<file path="src/hdl/liu_pkg.sv">
// constants, field layouts and carrier types for the line interface status bank
//Contract
//- strobe rising edge snapshots counter, then clears
//- snapshot is 16 bits, low and high bytes
//- rule select picks which violations count
//- live bit 5 shows driver monitor fault
//- live bit 4 shows pattern sync loss
//- live bit 1 shows pll unlocked, resets 1
//- live bit 0 shows signal lost, resets 1
//- latched bit 7 sets when buffer fills
//- latched bit 6 sets when buffer empties
//- latched bit 5 sets on driver monitor change
//- latched bit 4 sets on sync change
//- latched bit 3 sets on in-sync bit error
//- latched bit 2 sets on violation rising edge
//- latched bit 1 sets on pll lock change
//- latched bit 0 sets on signal change
//- write one clears latched bit; reset zero
//- irq active while latched and enabled
//- enable bits mirror latched bits, reset zero
//- control bit 7 enables ds3 clock driver
//- bits 6, 5 enable e3, sts1 drivers
//- bits 2:1 select alternate clock frequency
//- bit 0 enables alternate clock mode
//- enabled events pull interrupt pin low
//- one register set per port, 16 indices (0x40 bytes) apart
package liu_pkg;

  localparam int LIU_NPORTS = 4;

  // register indices inside one port set; byte address is four times the index
  localparam logic [3:0] LIU_IDX_CONFIG = 4'h0;
  localparam logic [3:0] LIU_IDX_RXCTRL = 4'h2;
  localparam logic [3:0] LIU_IDX_LIVE = 4'h3;
  localparam logic [3:0] LIU_IDX_LATCH = 4'h4;
  localparam logic [3:0] LIU_IDX_IRQEN = 4'h5;
  localparam logic [3:0] LIU_IDX_CNT_LO = 4'h6;
  localparam logic [3:0] LIU_IDX_CNT_HI = 4'h7;
  localparam logic [5:0] LIU_IDX_CLKADP = 6'h08;

  // config register fields
  localparam int LIU_CFG_SRST = 0;
  localparam int LIU_CFG_E3 = 7;
  // receive control fields
  localparam int LIU_RX_SNAP = 0;
  localparam int LIU_RX_RULE = 7;
  // live status fields
  localparam int LIU_LIVE_DRV = 5;
  localparam int LIU_LIVE_PAT = 4;
  localparam int LIU_LIVE_PLL = 1;
  localparam int LIU_LIVE_LOS = 0;
  // clock adapter fields
  localparam int LIU_CA_DS3_OE = 7;
  localparam int LIU_CA_E3_OE = 6;
  localparam int LIU_CA_STS1_OE = 5;
  localparam int LIU_CA_SEL_LSB = 1;
  localparam int LIU_CA_ALT_EN = 0;

  // reset values
  localparam logic [7:0] LIU_CONFIG_RST = 8'h00;
  localparam logic [7:0] LIU_RXCTRL_RST = 8'h00;
  localparam logic [7:0] LIU_LATCH_RST = 8'h00;
  localparam logic [7:0] LIU_IRQEN_RST = 8'h00;
  localparam logic [15:0] LIU_COUNT_RST = 16'h0000;
  localparam logic [7:0] LIU_CLKADP_RST = 8'h00;
  localparam logic [15:0] LIU_COUNT_MAX = 16'hFFFF;

  // alternate master clock frequency codes
  typedef enum logic [1:0] {
    LIU_ALT_19M44 = 2'b00,
    LIU_ALT_38M88 = 2'b01,
    LIU_ALT_77M76 = 2'b10,
    LIU_ALT_UNUSED = 2'b11
  } liu_alt_sel_t;

  // per-port event and status sources from the line logic
  typedef struct packed {
    logic jbuf_full;
    logic jbuf_empty;
    logic drv_fault;
    logic pattern_sync_loss;
    logic pattern_bit_error;
    logic pll_unlocked;
    logic signal_lost;
    logic bpv_invalid;
    logic bpv_same_pol;
    logic excess_zero;
  } liu_evt_in_t;

  localparam liu_evt_in_t LIU_EVT_RST = '{
    jbuf_full: 1'b0, jbuf_empty: 1'b0, drv_fault: 1'b0,
    pattern_sync_loss: 1'b0, pattern_bit_error: 1'b0,
    pll_unlocked: 1'b1, signal_lost: 1'b1,
    bpv_invalid: 1'b0, bpv_same_pol: 1'b0, excess_zero: 1'b0};

  // master clock pin driver controls
  typedef struct packed {
    logic ds3_clock_out_en;
    logic e3_clock_out_en;
    logic sts1_clock_out_en;
    logic [1:0] alt_clock_freq_sel;
    logic alt_clock_mode_en;
  } liu_clk_ctrl_t;

endpackage : liu_pkg

</file>
<file path="src/hdl/liu_status_irq_regs.sv">
// per-port status, latched event, interrupt enable and violation count registers
`timescale 1ns/1ps
module liu_status_irq_regs
  import liu_pkg::*;
#(
  parameter int NPORTS = LIU_NPORTS
)
(
  input wire logic clk_sys_i,
  input wire logic rst_i,
  // ahb-lite slave
  input wire logic hsel_i,
  input wire logic [31:0] haddr_i,
  input wire logic [1:0] htrans_i,
  input wire logic hwrite_i,
  input wire logic [2:0] hsize_i,
  input wire logic [31:0] hwdata_i,
  input wire logic hready_i,
  output logic [31:0] hrdata_o,
  output logic hreadyout_o,
  output logic hresp_o,
  // line logic sources
  input wire liu_evt_in_t [NPORTS-1:0] evt_i,
  // per-port controls back to the line logic
  output logic [NPORTS-1:0] port_soft_reset_o,
  output logic [NPORTS-1:0] e3_mode_o,
  // clock adapter controls
  output liu_clk_ctrl_t clk_ctrl_o,
  // shared interrupt pin
  output logic irq_n_o
);

  // register index from port number and local index
  function automatic logic [5:0] reg_index(input int port, input logic [3:0] idx);
    reg_index = {port[1:0], idx};
  endfunction : reg_index

  // counted violation for the selected rule
  function automatic logic cv_count(input liu_evt_in_t ev, input logic rule, input logic e3);
    if (rule)
    begin
      cv_count = e3 ? ev.bpv_same_pol : ev.bpv_invalid;
    end
    else
    begin
      cv_count = ev.bpv_invalid | ev.excess_zero;
    end
  endfunction : cv_count

  // bus state
  logic dp_wr;
  logic dp_rd;
  logic dp_mapped;
  logic [5:0] dp_idx;
  logic rd_done;
  logic addr_ok;
  logic wr_en;

  // port state
  liu_evt_in_t evt_s1 [NPORTS];
  liu_evt_in_t evt_s2 [NPORTS];
  liu_evt_in_t evt_s3 [NPORTS];
  logic [7:0] cfg [NPORTS];
  logic [7:0] rxctrl [NPORTS];
  logic [7:0] latched [NPORTS];
  logic [7:0] irq_en [NPORTS];
  logic [15:0] cv_cnt [NPORTS];
  logic [15:0] cv_snap [NPORTS];
  logic [NPORTS-1:0] snap_prev;
  logic [NPORTS-1:0] cv_ind;
  logic [7:0] clk_adp;

  // combinational per-port terms
  logic [7:0] live [NPORTS];
  logic [7:0] set_evt [NPORTS];
  logic [NPORTS-1:0] cv_hit;
  logic [NPORTS-1:0] snap_rise;
  logic [NPORTS-1:0] port_irq;
  logic [7:0] next_rdata;

  // address phase accepted
  assign addr_ok = hsel_i & htrans_i[1] & hready_i;
  assign wr_en = dp_wr & dp_mapped;

  // data phase tracking; reads take one wait state
  always_ff @(posedge clk_sys_i or posedge rst_i)
  begin
    if (rst_i)
    begin
      dp_wr <= 1'b0;
      dp_rd <= 1'b0;
      dp_mapped <= 1'b0;
      dp_idx <= 6'h00;
    end
    else if (addr_ok)
    begin
      dp_wr <= hwrite_i;
      dp_rd <= ~hwrite_i;
      dp_mapped <= (haddr_i[31:8] == 24'h000000); // upper space unmapped
      dp_idx <= haddr_i[7:2];
    end
    else if (hreadyout_o)
    begin
      dp_wr <= 1'b0;
      dp_rd <= 1'b0;
    end
  end

  // read wait state and captured read data
  always_ff @(posedge clk_sys_i or posedge rst_i)
  begin
    if (rst_i)
    begin
      rd_done <= 1'b0;
      hrdata_o <= 32'h00000000;
    end
    else
    begin
      rd_done <= dp_rd & ~rd_done;
      if (dp_rd && !rd_done)
      begin
        hrdata_o <= {24'h000000, next_rdata};
      end
    end
  end

  // handshake: wait only in the first read data cycle; always okay
  assign hreadyout_o = ~(dp_rd & ~rd_done);
  assign hresp_o = 1'b0;

  // read multiplexer; unmapped indices read zero
  always_comb
  begin
    next_rdata = 8'h00;
    if (dp_mapped)
    begin
      if (dp_idx == LIU_IDX_CLKADP)
      begin
        next_rdata = clk_adp;
      end
      for (int p = 0; p < NPORTS; p++)
      begin
        if (dp_idx == reg_index(p, LIU_IDX_CONFIG)) next_rdata = cfg[p];
        if (dp_idx == reg_index(p, LIU_IDX_RXCTRL)) next_rdata = rxctrl[p];
        if (dp_idx == reg_index(p, LIU_IDX_LIVE)) next_rdata = live[p];
        if (dp_idx == reg_index(p, LIU_IDX_LATCH)) next_rdata = latched[p];
        if (dp_idx == reg_index(p, LIU_IDX_IRQEN)) next_rdata = irq_en[p];
        if (dp_idx == reg_index(p, LIU_IDX_CNT_LO)) next_rdata = cv_snap[p][7:0];
        if (dp_idx == reg_index(p, LIU_IDX_CNT_HI)) next_rdata = cv_snap[p][15:8];
      end
    end
  end

  // two-flop synchroniser plus history stage for edge detection
  always_ff @(posedge clk_sys_i or posedge rst_i)
  begin
    if (rst_i)
    begin
      for (int p = 0; p < NPORTS; p++)
      begin
        evt_s1[p] <= LIU_EVT_RST;
        evt_s2[p] <= LIU_EVT_RST;
        evt_s3[p] <= LIU_EVT_RST;
      end
    end
    else
    begin
      for (int p = 0; p < NPORTS; p++)
      begin
        evt_s1[p] <= evt_i[p];
        evt_s2[p] <= evt_s1[p];
        evt_s3[p] <= evt_s2[p];
      end
    end
  end

  // live view, event detection and counted violations
  always_comb
  begin
    for (int p = 0; p < NPORTS; p++)
    begin
      live[p] = 8'h00;
      live[p][LIU_LIVE_DRV] = evt_s2[p].drv_fault;
      live[p][LIU_LIVE_PAT] = evt_s2[p].pattern_sync_loss;
      live[p][LIU_LIVE_PLL] = evt_s2[p].pll_unlocked;
      live[p][LIU_LIVE_LOS] = evt_s2[p].signal_lost;
      cv_hit[p] = cv_count(evt_s2[p], rxctrl[p][LIU_RX_RULE], cfg[p][LIU_CFG_E3]);
      snap_rise[p] = rxctrl[p][LIU_RX_SNAP] & ~snap_prev[p];
      set_evt[p] = {
        evt_s2[p].jbuf_full & ~evt_s3[p].jbuf_full,
        evt_s2[p].jbuf_empty & ~evt_s3[p].jbuf_empty,
        evt_s2[p].drv_fault ^ evt_s3[p].drv_fault,
        evt_s2[p].pattern_sync_loss ^ evt_s3[p].pattern_sync_loss,
        evt_s2[p].pattern_bit_error & ~evt_s2[p].pattern_sync_loss,
        cv_hit[p] & ~cv_ind[p],
        evt_s2[p].pll_unlocked ^ evt_s3[p].pll_unlocked,
        evt_s2[p].signal_lost ^ evt_s3[p].signal_lost
      };
      port_irq[p] = |(latched[p] & irq_en[p]);
    end
  end

  // config register; soft reset clears everything but its own bit
  always_ff @(posedge clk_sys_i or posedge rst_i)
  begin
    if (rst_i)
    begin
      for (int p = 0; p < NPORTS; p++)
      begin
        cfg[p] <= LIU_CONFIG_RST;
      end
    end
    else
    begin
      for (int p = 0; p < NPORTS; p++)
      begin
        if (wr_en && dp_idx == reg_index(p, LIU_IDX_CONFIG))
        begin
          cfg[p] <= hwdata_i[7:0];
          if (hwdata_i[LIU_CFG_SRST])
          begin
            cfg[p] <= LIU_CONFIG_RST | 8'h01;
          end
        end
        else if (cfg[p][LIU_CFG_SRST])
        begin
          cfg[p][7:1] <= LIU_CONFIG_RST[7:1];
        end
      end
    end
  end

  // receive control, latched status and interrupt enables
  always_ff @(posedge clk_sys_i or posedge rst_i)
  begin
    if (rst_i)
    begin
      for (int p = 0; p < NPORTS; p++)
      begin
        rxctrl[p] <= LIU_RXCTRL_RST;
        latched[p] <= LIU_LATCH_RST;
        irq_en[p] <= LIU_IRQEN_RST;
      end
    end
    else
    begin
      for (int p = 0; p < NPORTS; p++)
      begin
        if (cfg[p][LIU_CFG_SRST])
        begin
          rxctrl[p] <= LIU_RXCTRL_RST;
          latched[p] <= LIU_LATCH_RST;
          irq_en[p] <= LIU_IRQEN_RST;
        end
        else
        begin
          if (wr_en && dp_idx == reg_index(p, LIU_IDX_RXCTRL))
          begin
            rxctrl[p] <= hwdata_i[7:0];
          end
          if (wr_en && dp_idx == reg_index(p, LIU_IDX_IRQEN))
          begin
            irq_en[p] <= hwdata_i[7:0];
          end
          // set wins over a write-one clear in the same cycle
          if (wr_en && dp_idx == reg_index(p, LIU_IDX_LATCH))
          begin
            latched[p] <= (latched[p] & ~hwdata_i[7:0]) | set_evt[p];
          end
          else
          begin
            latched[p] <= latched[p] | set_evt[p];
          end
        end
      end
    end
  end

  // violation counter, snapshot and strobe history
  always_ff @(posedge clk_sys_i or posedge rst_i)
  begin
    if (rst_i)
    begin
      snap_prev <= '0;
      cv_ind <= '0;
      for (int p = 0; p < NPORTS; p++)
      begin
        cv_cnt[p] <= LIU_COUNT_RST;
        cv_snap[p] <= LIU_COUNT_RST;
      end
    end
    else
    begin
      for (int p = 0; p < NPORTS; p++)
      begin
        if (cfg[p][LIU_CFG_SRST])
        begin
          snap_prev[p] <= 1'b0;
          cv_ind[p] <= 1'b0;
          cv_cnt[p] <= LIU_COUNT_RST;
          cv_snap[p] <= LIU_COUNT_RST;
        end
        else
        begin
          snap_prev[p] <= rxctrl[p][LIU_RX_SNAP];
          cv_ind[p] <= cv_hit[p];
          if (snap_rise[p])
          begin
            cv_snap[p] <= cv_cnt[p];
            cv_cnt[p] <= {15'h0000, cv_hit[p]};
          end
          else if (cv_hit[p] && cv_cnt[p] != LIU_COUNT_MAX)
          begin
            cv_cnt[p] <= cv_cnt[p] + 16'h0001;
          end
        end
      end
    end
  end

  // shared clock adapter control
  always_ff @(posedge clk_sys_i or posedge rst_i)
  begin
    if (rst_i)
    begin
      clk_adp <= LIU_CLKADP_RST;
    end
    else if (wr_en && dp_idx == LIU_IDX_CLKADP)
    begin
      clk_adp <= hwdata_i[7:0] & 8'hE7; // bits 4:3 reserved
    end
  end

  // clock adapter outputs
  assign clk_ctrl_o.ds3_clock_out_en = clk_adp[LIU_CA_DS3_OE];
  assign clk_ctrl_o.e3_clock_out_en = clk_adp[LIU_CA_E3_OE];
  assign clk_ctrl_o.sts1_clock_out_en = clk_adp[LIU_CA_STS1_OE];
  assign clk_ctrl_o.alt_clock_freq_sel = clk_adp[LIU_CA_SEL_LSB +: 2];
  assign clk_ctrl_o.alt_clock_mode_en = clk_adp[LIU_CA_ALT_EN];

  // per-port control outputs
  always_comb
  begin
    for (int p = 0; p < NPORTS; p++)
    begin
      port_soft_reset_o[p] = cfg[p][LIU_CFG_SRST];
      e3_mode_o[p] = cfg[p][LIU_CFG_E3];
    end
  end

  // registered active-low interrupt, all ports ORed
  always_ff @(posedge clk_sys_i or posedge rst_i)
  begin
    if (rst_i)
    begin
      irq_n_o <= 1'b1;
    end
    else
    begin
      irq_n_o <= ~(|port_irq);
    end
  end

endmodule : liu_status_irq_regs

</file>
<file path="config.mk">
export PLATFORM = sky130hd
export DESIGN_NAME = liu_status_irq_regs
export DESIGN_NICKNAME = d
export VERILOG_FILES = /design/src/hdl/liu_pkg.sv /design/src/hdl/liu_status_irq_regs.sv
export SDC_FILE = /design/constraint.sdc
export NUM_CORES = 1
export LEC_CHECK = 0
export BUFFER_PORTS_ARGS = -buffer_cell sky130_fd_sc_hd__buf_2
export CORE_ASPECT_RATIO = 0.5
export CORE_MARGIN = 2
export CORE_UTILIZATION = 35
export CTS_BUF_LIST = sky130_fd_sc_hd__clkbuf_4 sky130_fd_sc_hd__clkbuf_8
export DETAILED_ROUTE_END_ITERATION = 12
export GPL_ROUTABILITY_DRIVEN = 0
export PLACE_DENSITY_LB_ADDON = 0.15
export SYNTH_ARGS = -nofsm -noshare
export SYNTH_HDL_FRONTEND = slang
export SYNTH_SLANG_ARGS = --single-unit
</file>
<file path="constraint.sdc">
create_clock -name clk_sys_i -period 14.5 [get_ports clk_sys_i]
set_input_delay 0.725 -clock clk_sys_i [delete_from_list [all_inputs] [get_ports clk_sys_i]]
set_output_delay 0.725 -clock clk_sys_i [all_outputs]
set_load 0.01 [all_outputs]
</file>
# Word level (Yosys, flattened, before mapping)
# Index checks and enable logic that the tools add are counted.
# Widths: inputs -> output; s select.
[op_classes]
n_reduce_logical = 46
muxes = 102
eq_ne = 33
bitwise = 85
addsub = 4
[ops]
columns = ["op", "count"]
rows = [
  ["$mux 8", 55],
  ["$mux 16", 20],
  ["$eq 6x6->1 const B", 14],
  ["$add 16x1->16 const B", 4],
  ["$and 8x8->8", 8],
  ["$ne 16x16->1 const B", 4],
  ["$or 8x8->8", 8],
  ["$mux 7", 8],
  ["$eq 6x5->1 const B", 7],
  ["$reduce_bool 2->1", 16],
  ["$reduce_or 32->1", 1],
  ["$and 1x1->1", 24],
  ["$eq 6x3->1 const B", 4],
  ["$logic_not 24->1", 1],
  ["$not 1->1", 24],
  ["$logic_and 1x1->1", 22],
  ["$mux 1", 19],
  ["$xor 1x1->1", 16],
  ["$eq 6x2->1 const B", 2],
  ["$reduce_bool 3->1", 4],
  ["$not 8->8", 1],
  ["$eq 6x4->1 const B", 1],
  ["$logic_not 6->1", 1],
  ["$or 1x1->1", 4],
  ["other kinds (2)", 2],
]
[totals]
out_inout_bits = 49
reg_bits = 393
wordCells = 412
input_bits = 114

# Depth between registers and ports, before layout
[logic_depth]
depth_word = 31
mapped_depth = 10
mapped_depth_nobuf = 7

# Least setup slack after synthesis
# OpenSTA, ideal clock, no wires.
[synth_timing]
path_kind = "flip-flop to flip-flop"
from = "register dp_idx[4]"
to = "register hrdata_o[0]"
required_ns = 14.365
t_arrival_ns = 1.959
path_slack_ns = 12.406
stages_incl_launch_ff = 9
n_path_buf = 2
synth_period_minus_slack_ns = 2.094
setup_ns = 0.135
cell_sequence = "dfrtp_1 buf_6 or4_4 buf_6 or3_4 o221ai_2 a221oi_1 o211ai_1 o211ai_1"
[synth_between]
elab_chain_cells = 31
word_cells_on_any_way = 59
cone_classes = "28 x eq/ne; 30 x mux; 1 x reduce/logical"
[synth_rtl]
columns = ["element", "line_no", "rtl"]
rows = [
  ["from (decl)", "liu_status_irq_regs.sv:54", "logic [5:0] dp_idx;"],
  ["from (signal assigned)", "liu_status_irq_regs.sv:100", "dp_idx <= haddr_i[7:2];"],
  ["$eq 6x4->1", "liu_status_irq_regs.sv:137", "if (dp_idx == LIU_IDX_CLKADP)"],
  ["$mux 8", "liu_status_irq_regs.sv:137", ""],
  ["$mux 8", "liu_status_irq_regs.sv:143", "if (dp_idx == reg_index(p, LIU_IDX_CONFIG)) next_rdata = cfg[p];"],
  ["$mux 8", "liu_status_irq_regs.sv:144", "if (dp_idx == reg_index(p, LIU_IDX_RXCTRL)) next_rdata = rxctrl[p];"],
  ["$mux 8", "liu_status_irq_regs.sv:145", "if (dp_idx == reg_index(p, LIU_IDX_LIVE)) next_rdata = live[p];"],
  ["$mux 8", "liu_status_irq_regs.sv:146", "if (dp_idx == reg_index(p, LIU_IDX_LATCH)) next_rdata = latched[p];"],
  ["$mux 8", "liu_status_irq_regs.sv:147", "if (dp_idx == reg_index(p, LIU_IDX_IRQEN)) next_rdata = irq_en[p];"],
  ["$mux 8", "liu_status_irq_regs.sv:148", "if (dp_idx == reg_index(p, LIU_IDX_CNT_LO)) next_rdata = cv_snap[p][7:0];"],
  ["[15 not listed]", "n/a", ""],
  ["$mux 8", "liu_status_irq_regs.sv:143", ""],
  ["$mux 8", "liu_status_irq_regs.sv:144", ""],
  ["$mux 8", "liu_status_irq_regs.sv:145", ""],
  ["$mux 8", "liu_status_irq_regs.sv:146", ""],
  ["$mux 8", "liu_status_irq_regs.sv:147", ""],
  ["$mux 8", "liu_status_irq_regs.sv:148", ""],
  ["$mux 8 (*)", "liu_status_irq_regs.sv:149", "if (dp_idx == reg_index(p, LIU_IDX_CNT_HI)) next_rdata = cv_snap[p][15:8];"],
  ["$mux 8 (*)", "liu_status_irq_regs.sv:135", "if (dp_mapped)"],
  ["to (signal assigned)", "liu_status_irq_regs.sv:122", "hrdata_o <= {24'h000000, next_rdata};"],
  ["to (decl)", "liu_status_irq_regs.sv:19", "output logic [31:0] hrdata_o,"],
]
# Mark *: on every way between the ends. The rest lies on a longest branch, timed or not.
# A chain may end at the register's enable or synchronous reset.

# Final worst setup path
[layout_timing]
from = "register dp_idx[0]"
to = "register hrdata_o[7]"
# The elaborated chain is that of the path after synthesis.

==> impl_metrics.py <==
metrics = {
    "outcome": {
        "outcome": "finished clean",
    },
    "cts": {
        "tritoncts": "yes",
        "root_buffer": "clkbuf_8",
        "cts_hold_buffers": 0,
        "htreeDepth": 2,
        "clk_pin_slew_ns": 0.07,
        "post_cts_buffers": 0,
        "clkLatencyLatePin_ns": 0.65,
        "post_cts_resized": 0,
        "clock_path_buffers": 3,
        "clkSinkCount": 393,
        "cts_made_buffers": 58,
    },
    "global_route": {
        "antenna_found_initial": 0,
        "grt_pass1_vias": 13730,
        "grt.total_usage_pct": 21.40,
        "grt_overflow": 0,
        "grt_pass1_wl_um": 89780,
        "grt_max_degree": 130,
    },
    "power_and_ir_drop": {
        "p_switching_w": 0.0007298,
        "comb_power_share_pct": 11.9,
        "ir_drop_v": 0.00006269,
        "p_seq_share_pct": 45.4,
        "power.leakage_nw": 8.703,
        "intPower_w": 0.001860,
        "switching_share_pct": 28.18,
        "powerDensity_nw_per_um2": 124.0,
        "clockPowerShare_pct": 42.6,
    },
    "detailed_routing": {
        "drtIter0Drc": 1590,
        "detail-route-antenna-nets": 0,
        "drc_errors": 0,
        "dr.pass1.iters": 6,
        "num_vias": 14520,
        "viasPerCell": 5.421,
        "wl_per_cell_um": 22.20,
        "drt-total-wl_um": 59470,
    },
    "critical_path": {
        "crit_start": "dp_idx[0]",
        "path_buf_inv": 2,
        "r2r-start": "dp_idx[0]",
        "slowest_delay_ns": 0.85,
        "critical_path_required_ns": 15.01,
        "critPathTopFamily": "compound AO/OA/AOI/OAI gates",
        "path_max_fanout": 39,
        "worstPathCellList": "buf_4, inv_2, a21oi_1, a2111oi_0, o311ai_1, a41oi_1, o31ai_2",
        "endpoint_kind": "flip-flop",
        "critical_path_class": "flip-flop to flip-flop",
        "cp-start-kind": "flip-flop",
        "arrival_ns": 4.33,
        "slowest_stage": "a2111oi_0",
    },
    "layout": {
        "area_growth_pct": 12.64,
        "final_core_util_pct": 40.06,
        "num_antenna_cells": 0,
        "fillers": 5223,
        "final_cell_area_um2": 20880,
        "drive_above_1_share_pct": 16.48,
        "nets": 2046,
    },
    "die": {
        "rows": 59,
        "start_util_pct": 35.57,
        "die_x_um": 329.5,
        "die_h_um": 166.7,
        "die-area_um2": 54930,
        "io_pins": 163,
        "core-area_um2": 52120,
    },
    "yosys": {
        "netlist.area_leader.share_pct": 49.68,
        "synthArstFlopShare_pct": 100.0,
        "ys.flop_type": "dfrtp_1",
        "ys.warnings.count": 0,
        "ys_ff_latch": 393,
        "yosysTopAreaCell": "dfrtp_1",
        "netlist_top_cells_count": "dfrtp_1 (368), nand2_1 (253), nor2_1 (188)",
        "yosysMostFrequentCell": "dfrtp_1",
        "ys_top_cells_by_area": "dfrtp_1 (50%), nand2_1 (5.1%), a21oi_1 (4.6%)",
        "synth_compound_area_share_pct": 14.32,
        "synth_xor_area_share_pct": 2.929,
        "ys_types": 95,
        "seq_area_frac_synth_pct": 53.22,
        "synth_top_family_by_area": "simple AND/OR/NAND/NOR gates",
        "avgSynthCellArea_um2": 9.923,
        "synthSimpleGateAreaFrac_pct": 18.91,
        "syn_inst": 1868,
        "yosys.area_share.adder_pct": 0.2700,
        "syn_area_um2": 18540,
        "synthMuxAreaShare_pct": 5.825,
        "synth_edf_count": 0,
    },
    "timing": {
        "grt_setup_unrepaired": "no",
        "drv_slew": 0,
        "hold_viol_final": 0,
        "slew_headroom_pct": 23.71,
        "layout_worst_path_cycle_share_pct": 26.38,
        "fmax_mhz": 261.5,
        "fin_crit_ns": 3.825,
        "skew_ns": 0.02463,
        "tightest_slew_ns": 1.116,
        "report.final.setup_viol": 0,
        "setup_tns_ns": 0,
    },
    "placement": {
        "portBuffers": 107,
        "dpl.hpwl_um": 39730,
        "place_area_um2": 19450,
    },
    "job": {
        "cap_violations": 0,
    },
    "worst_hold_path": {
        "holdCritPathClass": "primary input to flip-flop",
        "min_from": "evt_i[14]",
    },
}
per-layer routing:
layer / part of all wire, % / routed length, µm / vias up / GRT usage, %
met5: 0 / 0 / - / 0
met4: 2.8 / 1681 / 0 / 6.107
met3: 7.9 / 4707 / 97 / 5.134
met2: 40 / 23770 / 527 / 28.92
met1: 49 / 29310 / 7237 / 33.36
li1: - / - / 6662 / -
placed cells by master (no fill, tap or decap), types with 33 or more instances in the layout:
cell and instances:
dfrtp_1 364, nand2_1 253, nor2_1 188, a21oi_1 171
buf_2 107, o21ai_0 90, mux2i_1 82, clkbuf_8 69
xor2_1 47, nand3_1 34, nand3b_1 33
worst paths after layout:
| check | to | slack, ns | depth (start not counted) |
|---|---|---|---|
| min in group asynchronous | cv_cnt[3] | 0.27 | 2 |
| worst max register to register | hrdata_o[7] | 10.68 | 7 |
| max in group asynchronous | port_soft_reset_o[2] | 12.62 | 3 |
| worst max-delay path | hrdata_o[7] | 10.68 | 7 |
| worst min register to register | evt_s2[11] | 0.35 | 0 |
| worst min-delay path | evt_s1[24] | 0.18 | 1 |
registers in the layout, indices dropped and copies added, names as in the netlist:
register / count
dp_rd: 1
rd_done: 1
irq_en: 32
clk_adp: 6
port_soft_reset_o: 4
e3_mode_o: 4
evt_s1: 40
latched: 32
rxctrl: 32
cv_snap: 64
evt_s2: 40
cv_cnt: 64
evt_s3: 24
hrdata_o: 8
dp_idx: 6
dp_mapped: 1
cfg: 24
dp_wr: 1
irq_n_o: 1
snap_prev: 4
cv_ind: 4
power by group through the flow:
| stage | Clock (W) | Combinational (W) | Sequential [W] |
|---|---|---|---|
| after global placement | 0 | 0.000304 | 0.00119 |
| final | 0.00110 | 0.000309 | 0.00118 |
| after floorplan | 0 | 0.000219 | 0.00117 |
| after CTS | 0.00113 | 0.000304 | 0.00117 |
| after global routing | 0.00119 | 0.000330 | 0.00118 |
| after detailed placement | 0 | 0.000303 | 0.00119 |
kinds of logic after synthesis:
family                   count (synthesis)
XOR/XNOR                                62
adder cells (fa/ha/maj)                  4
flip-flops                             393
buffers and inverters                  166
multiplexers                           104
AND/OR/NAND/NOR                        710
other                                    1
AO/OA/AOI/OAI                          428
metrics by stage:
| step | std cells | total power [W] | hold WS, ns | worst slack (ns) |
|---|---|---|---|---|
| after floorplan | 1892 | 0.001389 | 0.3312 | 2.890 |
| after global placement | 2569 | 0.001498 | 0.3329 | 10.97 |
| after detailed placement | 2569 | 0.001498 | 0.3347 | 11.00 |
| after CTS | 2679 | 0.002613 | 0.1357 | 10.98 |
| after global routing | 2679 | 0.002694 | 0.1346 | 10.61 |
| final | 2679 | 0.002590 | 0.1783 | 10.68 |
area by class of cell:
| class | instances | area (µm²) | area share, % |
|---|---|---|---|
| well taps | 701 | 877.1 | 4.201 |
| repair buffers | 129 | 700.7 | 3.356 |
| clock inverters | 25 | 359.1 | 1.720 |
| flip-flops and latches | 393 | 9873 | 47.29 |
| multi-input cells | 1333 | 7944 | 38.05 |
| inverters | 13 | 56.30 | 0.2697 |
| clock buffers | 85 | 1070 | 5.123 |
No activity file was read; power rests on OpenSTA's default activity.
